===== src/cfos_pkg.sv =====
// Constants and types for the cross-frame output synchronizer
// Operation
// Each taking-part chassis has at least one output channel in the coupled set.
// Cross-frame sync must be enabled on every chassis holding a synchronized channel.
// With mixed minimum offsets, software programs one common offset before use.
// That common offset equals the largest minimum offset over all chassis.
// The same common offset value is written into every taking-part chassis.
// Sync functions are accepted only on connector lines 4 to 7; others are rejected.
// At most one line holds the on-sync function and one the off-sync function.
// Sync line polarity is fixed; no setting inverts it.
// Each assigned sync line both signals local events and receives peer events.
// A falling edge on a sync line is the event every connected chassis acts on.
// An on/off request to any coupled channel switches all coupled channels.
// Front panel key, web server and remote command requests act identically.
// With key coupling on, an event also switches local non-coupled channels.
// On an on event each channel waits the common offset, then its own delay.
// On an off event no offset applies; each turn-off delay starts at once.
// Sync lines are open-drain with pull-up, pulled low briefly then released.
package cfos_pkg;
    localparam int NCH = 4;
    localparam int NPIN = 8;
    localparam int DW = 16;
    localparam logic [2:0] SYNC_PIN_LO = 3'h4;
    localparam logic [2:0] SYNC_PIN_HI = 3'h7;
    localparam int CLK_HZ = 25000000;
    localparam int TICK_US = 1000;
    localparam int TICK_CYC = CLK_HZ / 1000000 * TICK_US;
    localparam int PULSE_US = 10;
    localparam int PULSE_CYC = CLK_HZ / 1000000 * PULSE_US;
    localparam logic [7:0] ADR_CTRL = 8'h00;
    localparam logic [7:0] ADR_PINFN = 8'h04;
    localparam logic [7:0] ADR_OFFSET = 8'h08;
    localparam logic [7:0] ADR_STATUS = 8'h0c;
    localparam logic [7:0] ADR_CMD = 8'h10;
    localparam logic [7:0] ADR_DON_BASE = 8'h20;
    localparam logic [7:0] ADR_DOFF_BASE = 8'h30;
    localparam int CTRL_EN = 0;
    localparam int CTRL_KEYC = 1;
    localparam int CTRL_COUP_LSB = 4;
    localparam int PIN_ON_LSB = 0;
    localparam int PIN_ON_VLD = 3;
    localparam int PIN_OFF_LSB = 4;
    localparam int PIN_OFF_VLD = 7;
    localparam int PIN_ERR = 8;
    localparam int CMD_ON = 0;
    localparam int CMD_OFF = 1;
    localparam logic [31:0] ERR_DATA = 32'h0000_0000;
    typedef enum logic [1:0]
    {
        CFOS_IDLE = 2'b00,
        CFOS_OFFSET = 2'b01,
        CFOS_DELAY = 2'b10
    } cfos_phase_t;
endpackage : cfos_pkg


===== src/cfos_chan_timer.sv =====
// Per-channel on/off sequencing timer in millisecond ticks
`timescale 1ns/1ns
module cfos_chan_timer
(
    input wire logic clk_i,
    input wire logic rst_i,
    input wire logic tick_i,
    input wire logic on_ev_i,
    input wire logic off_ev_i,
    input wire logic [15:0] offset_i,
    input wire logic [15:0] don_i,
    input wire logic [15:0] doff_i,
    output logic out_o,
    output logic busy_o
);
    cfos_pkg::cfos_phase_t phase;
    logic target;
    logic [15:0] cnt;

    assign busy_o = phase != cfos_pkg::CFOS_IDLE;

    always_ff @(posedge clk_i)
    begin
        if (rst_i)
        begin
            phase <= cfos_pkg::CFOS_IDLE;
            target <= 1'b0;
            cnt <= 16'h0000;
            out_o <= 1'b0;
        end
        else if (on_ev_i)
        begin
            phase <= cfos_pkg::CFOS_OFFSET;
            target <= 1'b1;
            cnt <= offset_i;
        end
        else if (off_ev_i)
        begin
            phase <= cfos_pkg::CFOS_DELAY;
            target <= 1'b0;
            cnt <= doff_i;
        end
        else
        begin
            unique case (phase)
                cfos_pkg::CFOS_IDLE:
                    cnt <= cnt;
                cfos_pkg::CFOS_OFFSET:
                    if (cnt == 16'h0000)
                    begin
                        phase <= cfos_pkg::CFOS_DELAY;
                        cnt <= don_i;
                    end
                    else if (tick_i)
                        cnt <= cnt - 16'h0001;
                cfos_pkg::CFOS_DELAY:
                    if (cnt == 16'h0000)
                    begin
                        phase <= cfos_pkg::CFOS_IDLE;
                        out_o <= target;
                    end
                    else if (tick_i)
                        cnt <= cnt - 16'h0001;
                default:
                    phase <= cfos_pkg::CFOS_IDLE;
            endcase
        end
    end

    property p_off_no_offset;
        @(posedge clk_i) disable iff (rst_i)
        off_ev_i && !on_ev_i |=> phase == cfos_pkg::CFOS_DELAY && !target;
    endproperty
    a_off_no_offset: assert property (p_off_no_offset) else $error("off used offset");

    property p_on_offset_first;
        @(posedge clk_i) disable iff (rst_i)
        on_ev_i |=> phase == cfos_pkg::CFOS_OFFSET && cnt == $past(offset_i);
    endproperty
    a_on_offset_first: assert property (p_on_offset_first) else $error("on skipped offset");
endmodule : cfos_chan_timer


===== src/cfos_sync_line.sv =====
// One open-drain sync line: drive a low pulse, detect falling edges
`timescale 1ns/1ns
module cfos_sync_line
(
    input wire logic clk_i,
    input wire logic rst_i,
    input wire logic pin_i,
    input wire logic fire_i,
    output logic pin_oe_o,
    output logic fall_o
);
    logic s1;
    logic s2;
    logic s3;
    logic [15:0] cnt;

    always_ff @(posedge clk_i)
    begin
        if (rst_i)
        begin
            s1 <= 1'b1;
            s2 <= 1'b1;
            s3 <= 1'b1;
        end
        else
        begin
            s1 <= pin_i;
            s2 <= s1;
            s3 <= s2;
        end
    end

    // Falling edge from any chassis, including this one
    always_ff @(posedge clk_i)
    begin
        if (rst_i)
            fall_o <= 1'b0;
        else
            fall_o <= s3 & ~s2;
    end

    // Pull low for a fixed time, then release to the pull-up
    always_ff @(posedge clk_i)
    begin
        if (rst_i)
        begin
            cnt <= 16'h0000;
            pin_oe_o <= 1'b0;
        end
        else if (fire_i && !pin_oe_o)
        begin
            cnt <= 16'(cfos_pkg::PULSE_CYC - 1);
            pin_oe_o <= 1'b1;
        end
        else if (pin_oe_o)
        begin
            if (cnt == 16'h0000)
                pin_oe_o <= 1'b0;
            else
                cnt <= cnt - 16'h0001;
        end
    end

    property p_release;
        @(posedge clk_i) disable iff (rst_i)
        $rose(pin_oe_o) |-> pin_oe_o [*8] ##[1:300] !pin_oe_o;
    endproperty
    a_release: assert property (p_release) else $error("sync line not released");
endmodule : cfos_sync_line


===== src/cfos_top.sv =====
// Cross-frame output synchronizer with classic Wishbone registers
`timescale 1ns/1ns
module cfos_top
(
    input wire logic clk_i,
    input wire logic rst_i,
    input wire logic cyc_i,
    input wire logic stb_i,
    input wire logic we_i,
    input wire logic [7:0] adr_i,
    input wire logic [3:0] sel_i,
    input wire logic [31:0] dat_i,
    output logic [31:0] dat_o,
    output logic ack_o,
    input wire logic key_on_i,
    input wire logic key_off_i,
    input wire logic web_on_i,
    input wire logic web_off_i,
    input wire logic [7:0] dig_pin_i,
    output logic [7:0] dig_pin_o,
    output logic [7:0] dig_pin_oe_o,
    output logic [3:0] chan_out_o
);
    logic en;
    logic keyc;
    logic [3:0] coup;
    logic [2:0] on_pin;
    logic on_vld;
    logic [2:0] off_pin;
    logic off_vld;
    logic pin_err;
    logic [15:0] offset;
    logic [15:0] don [cfos_pkg::NCH];
    logic [15:0] doff [cfos_pkg::NCH];
    logic req_on;
    logic req_off;
    logic [15:0] tick_cnt;
    logic tick;
    logic [7:0] fire;
    logic [7:0] fall;
    logic [7:0] oe;
    logic on_ev;
    logic off_ev;
    logic [3:0] tout;
    logic [3:0] busy;
    logic wb_hit;
    logic wr;
    logic [1:0] ksync_on;
    logic [1:0] ksync_off;
    logic [1:0] wsync_on;
    logic [1:0] wsync_off;
    logic [2:0] wr_on_pin;
    logic [2:0] wr_off_pin;
    logic wr_on_ok;
    logic wr_off_ok;

    assign wb_hit = cyc_i && stb_i && !ack_o;
    assign wr = wb_hit && we_i && sel_i[0];
    assign wr_on_pin = dat_i[cfos_pkg::PIN_ON_LSB +: 3];
    assign wr_off_pin = dat_i[cfos_pkg::PIN_OFF_LSB +: 3];
    assign wr_on_ok = !dat_i[cfos_pkg::PIN_ON_VLD] || wr_on_pin >= cfos_pkg::SYNC_PIN_LO;
    assign wr_off_ok = !dat_i[cfos_pkg::PIN_OFF_VLD] || wr_off_pin >= cfos_pkg::SYNC_PIN_LO;

    always_ff @(posedge clk_i)
    begin
        if (rst_i)
            ack_o <= 1'b0;
        else
            ack_o <= wb_hit;
    end

    // Control, offset and delay registers
    always_ff @(posedge clk_i)
    begin
        if (rst_i)
        begin
            en <= 1'b0;
            keyc <= 1'b0;
            coup <= 4'h0;
            offset <= 16'h0000;
            for (int i = 0; i < cfos_pkg::NCH; i++)
            begin
                don[i] <= 16'h0000;
                doff[i] <= 16'h0000;
            end
        end
        else if (wr)
        begin
            if (adr_i == cfos_pkg::ADR_CTRL)
            begin
                en <= dat_i[cfos_pkg::CTRL_EN];
                keyc <= dat_i[cfos_pkg::CTRL_KEYC];
                coup <= dat_i[cfos_pkg::CTRL_COUP_LSB +: 4];
            end
            if (adr_i == cfos_pkg::ADR_OFFSET && sel_i[1])
                offset <= dat_i[15:0];
            for (int i = 0; i < cfos_pkg::NCH; i++)
            begin
                if (adr_i == cfos_pkg::ADR_DON_BASE + 8'(4 * i) && sel_i[1])
                    don[i] <= dat_i[15:0];
                if (adr_i == cfos_pkg::ADR_DOFF_BASE + 8'(4 * i) && sel_i[1])
                    doff[i] <= dat_i[15:0];
            end
        end
    end

    // Pin function assignment: lines 4..7 only, one on and one off line
    always_ff @(posedge clk_i)
    begin
        if (rst_i)
        begin
            on_pin <= 3'h0;
            on_vld <= 1'b0;
            off_pin <= 3'h0;
            off_vld <= 1'b0;
            pin_err <= 1'b0;
        end
        else if (wr && adr_i == cfos_pkg::ADR_PINFN)
        begin
            if (wr_on_ok && wr_off_ok && !(dat_i[cfos_pkg::PIN_ON_VLD]
                && dat_i[cfos_pkg::PIN_OFF_VLD] && wr_on_pin == wr_off_pin))
            begin
                on_pin <= wr_on_pin;
                on_vld <= dat_i[cfos_pkg::PIN_ON_VLD];
                off_pin <= wr_off_pin;
                off_vld <= dat_i[cfos_pkg::PIN_OFF_VLD];
                pin_err <= 1'b0;
            end
            else
                pin_err <= 1'b1;
        end
    end

    always_ff @(posedge clk_i)
    begin
        if (rst_i)
            dat_o <= cfos_pkg::ERR_DATA;
        else if (wb_hit && !we_i)
            unique case (adr_i)
                cfos_pkg::ADR_CTRL:
                    dat_o <= {24'h00_0000, coup, 2'b00, keyc, en};
                cfos_pkg::ADR_PINFN:
                    dat_o <= {23'h00_0000, pin_err, off_vld, off_pin, on_vld, on_pin};
                cfos_pkg::ADR_OFFSET:
                    dat_o <= {16'h0000, offset};
                cfos_pkg::ADR_STATUS:
                    dat_o <= {24'h00_0000, busy, tout};
                default:
                    dat_o <= cfos_pkg::ERR_DATA;
            endcase
        else
            dat_o <= cfos_pkg::ERR_DATA;
    end

    // Key and web strobes come from outside: two flops each
    always_ff @(posedge clk_i)
    begin
        if (rst_i)
        begin
            ksync_on <= 2'b00;
            ksync_off <= 2'b00;
            wsync_on <= 2'b00;
            wsync_off <= 2'b00;
        end
        else
        begin
            ksync_on <= {ksync_on[0], key_on_i};
            ksync_off <= {ksync_off[0], key_off_i};
            wsync_on <= {wsync_on[0], web_on_i};
            wsync_off <= {wsync_off[0], web_off_i};
        end
    end

    // All request sources merge into one on and one off request
    always_ff @(posedge clk_i)
    begin
        if (rst_i)
        begin
            req_on <= 1'b0;
            req_off <= 1'b0;
        end
        else
        begin
            req_on <= ksync_on[1] || wsync_on[1]
                || (wr && adr_i == cfos_pkg::ADR_CMD && dat_i[cfos_pkg::CMD_ON]);
            req_off <= ksync_off[1] || wsync_off[1]
                || (wr && adr_i == cfos_pkg::ADR_CMD && dat_i[cfos_pkg::CMD_OFF]);
        end
    end

    always_ff @(posedge clk_i)
    begin
        if (rst_i || tick_cnt == 16'(cfos_pkg::TICK_CYC - 1))
            tick_cnt <= 16'h0000;
        else
            tick_cnt <= tick_cnt + 16'h0001;
    end
    assign tick = tick_cnt == 16'h0000;

    // Local request drives the sync line; the line's edge starts everyone
    always_comb
    begin
        fire = 8'h00;
        if (en && on_vld)
            fire[on_pin] = req_on;
        if (en && off_vld)
            fire[off_pin] = req_off;
    end

    // Polarity fixed: falling edge when sync enabled and line assigned, else the local request
    assign on_ev = en && on_vld ? fall[on_pin] : req_on;
    assign off_ev = en && off_vld ? fall[off_pin] : req_off;

    genvar g;
    generate
        for (g = 0; g < cfos_pkg::NPIN; g++)
        begin : g_line
            cfos_sync_line u_line
            (
                .clk_i(clk_i),
                .rst_i(rst_i),
                .pin_i(dig_pin_i[g]),
                .fire_i(fire[g]),
                .pin_oe_o(oe[g]),
                .fall_o(fall[g])
            );
        end
        for (g = 0; g < cfos_pkg::NCH; g++)
        begin : g_chan
            logic sel_ch;
            assign sel_ch = coup[g] || keyc;
            cfos_chan_timer u_timer
            (
                .clk_i(clk_i),
                .rst_i(rst_i),
                .tick_i(tick),
                .on_ev_i(on_ev && sel_ch),
                .off_ev_i(off_ev && sel_ch),
                .offset_i(offset),
                .don_i(don[g]),
                .doff_i(doff[g]),
                .out_o(tout[g]),
                .busy_o(busy[g])
            );
        end
    endgenerate

    always_ff @(posedge clk_i)
    begin
        if (rst_i)
        begin
            dig_pin_o <= 8'h00;
            dig_pin_oe_o <= 8'h00;
            chan_out_o <= 4'h0;
        end
        else
        begin
            dig_pin_o <= 8'h00;
            dig_pin_oe_o <= oe;
            chan_out_o <= tout;
        end
    end

    property p_pin_range;
        @(posedge clk_i) disable iff (rst_i)
        (on_vld |-> on_pin >= cfos_pkg::SYNC_PIN_LO)
            and (off_vld |-> off_pin >= cfos_pkg::SYNC_PIN_LO);
    endproperty
    a_pin_range: assert property (p_pin_range) else $error("sync on bad line");

    property p_one_each;
        @(posedge clk_i) disable iff (rst_i)
        on_vld && off_vld |-> on_pin != off_pin;
    endproperty
    a_one_each: assert property (p_one_each) else $error("line has two functions");

    property p_fire_drive;
        @(posedge clk_i) disable iff (rst_i)
        en && on_vld && req_on && !oe[on_pin] |=> ##1 dig_pin_oe_o[on_pin];
    endproperty
    a_fire_drive: assert property (p_fire_drive) else $error("on line not driven");

    logic u_chan_busy0;
    assign u_chan_busy0 = busy[0];

    property p_fall_event;
        @(posedge clk_i) disable iff (rst_i)
        en && on_vld && fall[on_pin] && coup[0] |=> u_chan_busy0;
    endproperty
    a_fall_event: assert property (p_fall_event) else $error("edge missed");

    property p_ack_one;
        @(posedge clk_i) disable iff (rst_i)
        ack_o |=> !ack_o;
    endproperty
    a_ack_one: assert property (p_ack_one) else $error("ack held");

    property p_cmd_req;
        @(posedge clk_i) disable iff (rst_i)
        wr && adr_i == cfos_pkg::ADR_CMD && dat_i[cfos_pkg::CMD_ON] |=> req_on;
    endproperty
    a_cmd_req: assert property (p_cmd_req) else $error("command lost");
endmodule : cfos_top


===== config.mk =====
export PLATFORM = sky130hd
export DESIGN_NAME = cfos_top
export DESIGN_NICKNAME = d
export VERILOG_FILES = /design/src/cfos_pkg.sv /design/src/cfos_chan_timer.sv /design/src/cfos_sync_line.sv /design/src/cfos_top.sv
export SDC_FILE = /design/constraint.sdc
export NUM_CORES = 1
export LEC_CHECK = 0
export BUFFER_PORTS_ARGS = -buffer_cell sky130_fd_sc_hd__buf_2
export CORE_ASPECT_RATIO = 0.6
export CORE_UTILIZATION = 60
export CTS_CLUSTER_SIZE = 25
export DETAILED_ROUTE_END_ITERATION = 16
export GPL_TIMING_DRIVEN = 0
export PLACE_DENSITY_LB_ADDON = 0.08
export SYNTH_ARGS = -nofsm -noshare
export SYNTH_HDL_FRONTEND = slang
export SYNTH_HIERARCHICAL = 1
export SYNTH_SLANG_ARGS = --single-unit
export TNS_END_PERCENT = 50

===== constraint.sdc =====
create_clock -name clk_i -period 3.7 [get_ports clk_i]
set_clock_uncertainty 0.1 [all_clocks]
set_input_delay 0.185 -clock clk_i [delete_from_list [all_inputs] [get_ports clk_i]]
set_output_delay 0.185 -clock clk_i [all_outputs]
set_load 0.03 [all_outputs]

==> impl_metrics.tcl <==
set metrics [dict create \
    syn_to_final_growth_pct 12.8 \
    vdd_drop_max_mv 0.343 \
    path_class "reg2reg" \
    antenna_found_initial 1 \
    cts.path.max_buffers 3 \
    cts-htree-levels 2 \
    endpoint_kind "register" \
    leakagePower_nw 9.99 \
    yosysWarnings 6 \
    grt_max_degree 30 \
    slew_violations 0 \
    synth-main-ff-cell "dfxtp_1" \
    min_period_ns 3.57 \
    grt_pass1_vias 18600 \
    rsz0062_at_grt "no" \
    synth_cells 2477 \
    fill_cells 2980 \
    fp.dieW_um 257 \
    drtIter0Drc 2386 \
    power_frac_clock 0.445 \
    portBuffers 70 \
    yosysTopAreaCellShare 0.286 \
    fmax_mhz 280 \
    insertion_delay_ns 0.57 \
    power_frac_comb 0.061 \
    synth_edf_count 128 \
    yosysSeqAreaShare 0.450 \
    slew-limit-headroom 0.210 \
    ys_ff_latch 462 \
    track_usage 0.320 \
    setup_viol 0 \
    reg2reg_setup_slack_ns 0.13 \
    synthArstFlopShare 0 \
    coreArea_um2 38100 \
    drive_gt1_frac 0.125 \
    avgViaCountPerCell 6.38 \
    place_ws_ns -0.212 \
    switching_share 0.228 \
    ioPinCount 114 \
    cp_data_arrival_time_ns 3.91 \
    power_switching_mw 2.44 \
    drtAntennaViolNets 0 \
    dieHeight_um 155 \
    place_hpwl_mm 46.4 \
    cts_buffers 44 \
    root_buffer "clkbuf_16" \
    vias 20400 \
    cts_post_setup_buffers_inserted 0 \
    syn-cell-area_um2 23400 \
    crit_path_start_kind "register" \
    yosys-top-cells-area "dfxtp_1, edfxtp_1, nor2_1, and2_1, a21oi_1" \
    drv_cap 0 \
    seqPwrFrac 0.494 \
    clk_pin_slew_ns 0.07 \
    required_ns 4.05 \
    drc_errors 0 \
    nNetsFinal 2735 \
    finalHoldViolations 0 \
    gp_congestion 0.994 \
    die_area_um2 39800 \
    cts_tree "done" \
    num_rows 55 \
    first_pass_iters 6 \
    worst_pin_slew_ns 1.17 \
    final_common_cell "dfxtp_1" \
    gr-total-overflow 0 \
    synth_area_per_cell_um2 9.45 \
    drt_wl_total_mm 65.5 \
    initial_core_util 0.615 \
    layout_common_cells "dfxtp_1, nor2_1, and2_1" \
    yosysTopAreaCell "dfxtp_1" \
    final_util 0.694 \
    cts_sinks 462 \
    final.period_utilization 0.964 \
    wl_per_cell_um 20.5 \
    run_status "finished, final reports clean" \
    hold_path_class "in2reg" \
    fin_ws_ns 0.134 \
    synth.distinct_cells 86 \
    cp_max_fo 10 \
    cellInternalPower_mw 8.26 \
    powerDensity_nw_per_um2 405 \
    grt_first_pass_wirelength_mm 102 \
]
==> power groups by stage <==
stage	clock network, mW	registers (mW)	logic, mW
2_1_floorplan	0	5.39	0.406
3_3_place_gp	0	5.40	0.586
3_5_place_dp	0	5.40	0.601
4_1_cts	4.80	5.29	0.629
5_1_grt	5.02	5.29	0.692
6_report	4.76	5.29	0.649
==> sequential cells by signal, indices dropped and copies added, names as in the netlist, 16 cells and up <==
signal and count:
g_line.u_line/cnt 128, tick_cnt 16, g_chan.u_timer/cnt 64, don 64
dat_o 16, doff 64, offset 16
==> cells by family (layout without fill, tap and decap cells) <==
group,Yosys count,after routing,synth area share
xor+xnor,73,73,0.0273
other cells,1,25,0.000160
flops,462,462,0.450
simple gates,1091,1091,0.281
mux,75,75,0.0352
fa+ha+maj,26,26,0.0139
buf+inv,246,428,0.0469
compound gates,503,503,0.146
==> synthesized netlist by cell type (10+ instances only) <==
cell type    n
mux2_2      12
or2_1       16
and4_1      15
xor2_1      35
and2_1     141
o21ai_1     12
nand2_1    120
dfxtp_1    334
or3_1       42
a21oi_1    121
and3_1      23
nor4_1      50
edfxtp_1   128
a41oi_1     12
inv_1      105
nor2_1     258
nor2b_1     37
a221oi_1    12
o21ai_0     66
a211oi_1    68
nand3_1     37
or4_1       57
buf_2       26
nand4b_1    25
o21bai_1    10
o211ai_1    24
a211o_1     24
xnor2_1     38
clkbuf_1    72
o31ai_1     27
mux2i_1     56
ha_1        26
nand4_1     52
a31oi_1     17
or2_2       21
nand2b_1    16
buf_4       26
o22ai_1     28
nor4b_1     18
a22oi_1     21
nor3_1      65
==> worst paths after layout <==
check,from,depth (start not counted),endpoint
worst min register to register,g_line[0].u_line/s3,2,g_line[0].u_line/fall_o
worst max register to register,on_pin[2],10,g_chan[2].u_timer/cnt[3]
worst min-delay path,adr_i[7],4,req_on
worst max-delay path,on_pin[2],10,g_chan[2].u_timer/cnt[3]
==> layout make-up <==
class	instances	area, µm²	share of cell area
Inverter	105	394	0.0149
Timing Repair Buffer	102	672	0.0255
Antenna cell	1	2.50	0.0000948
Tap cell	513	642	0.0243
Sequential cell	462	10500	0.399
Buffer	141	709	0.0269
Clock buffer	60	1320	0.0499
Clock inverter	20	200	0.00758
Multi-Input combinational cell	1792	11900	0.452
==> metal layers <==
layer,up-vias,global-route usage,part of all wire
met5,-,0,0
met2,970,0.489,0.43
met4,0,0.0876,0.028
met3,145,0.0642,0.097
li1,9484,-,-
met1,9807,0.462,0.45
==> worst max-delay path, cell delays in order (launching register included) <==
cell      delay, ns
dfxtp_1        0.31
clkbuf_1       0.37
mux4_2         0.56
o21a_1         0.26
nor2_1         0.14
clkbuf_1       0.41
nor2_4         0.15
nand2_1        0.33
clkbuf_1       0.46
nor2_1         0.08
a211oi_1       0.27
==> stage by stage <==
stage	cell area (µm²)	TNS [ns]	power, mW	instances	hold slack [ns]
finish	26400	0	10.7	3196	0.0346
global route	26400	0	11.0	3195	0.0398
detailed placement	24500	-2.78	6.00	3084	0.275
floorplan	23500	0	5.79	2500	0.182
CTS	26300	0	10.7	3195	0.0201
global placement	24500	-1.60	5.98	3083	0.273
==> timing repair <==
item                       4_1_cts  5_1_grt
hold buffers                    31        0
setup endpoints to repair       38       35
hold endpoints to repair        32        0
gates resized for setup          5       18
Note: power is estimated with default switching activity, not from simulation.
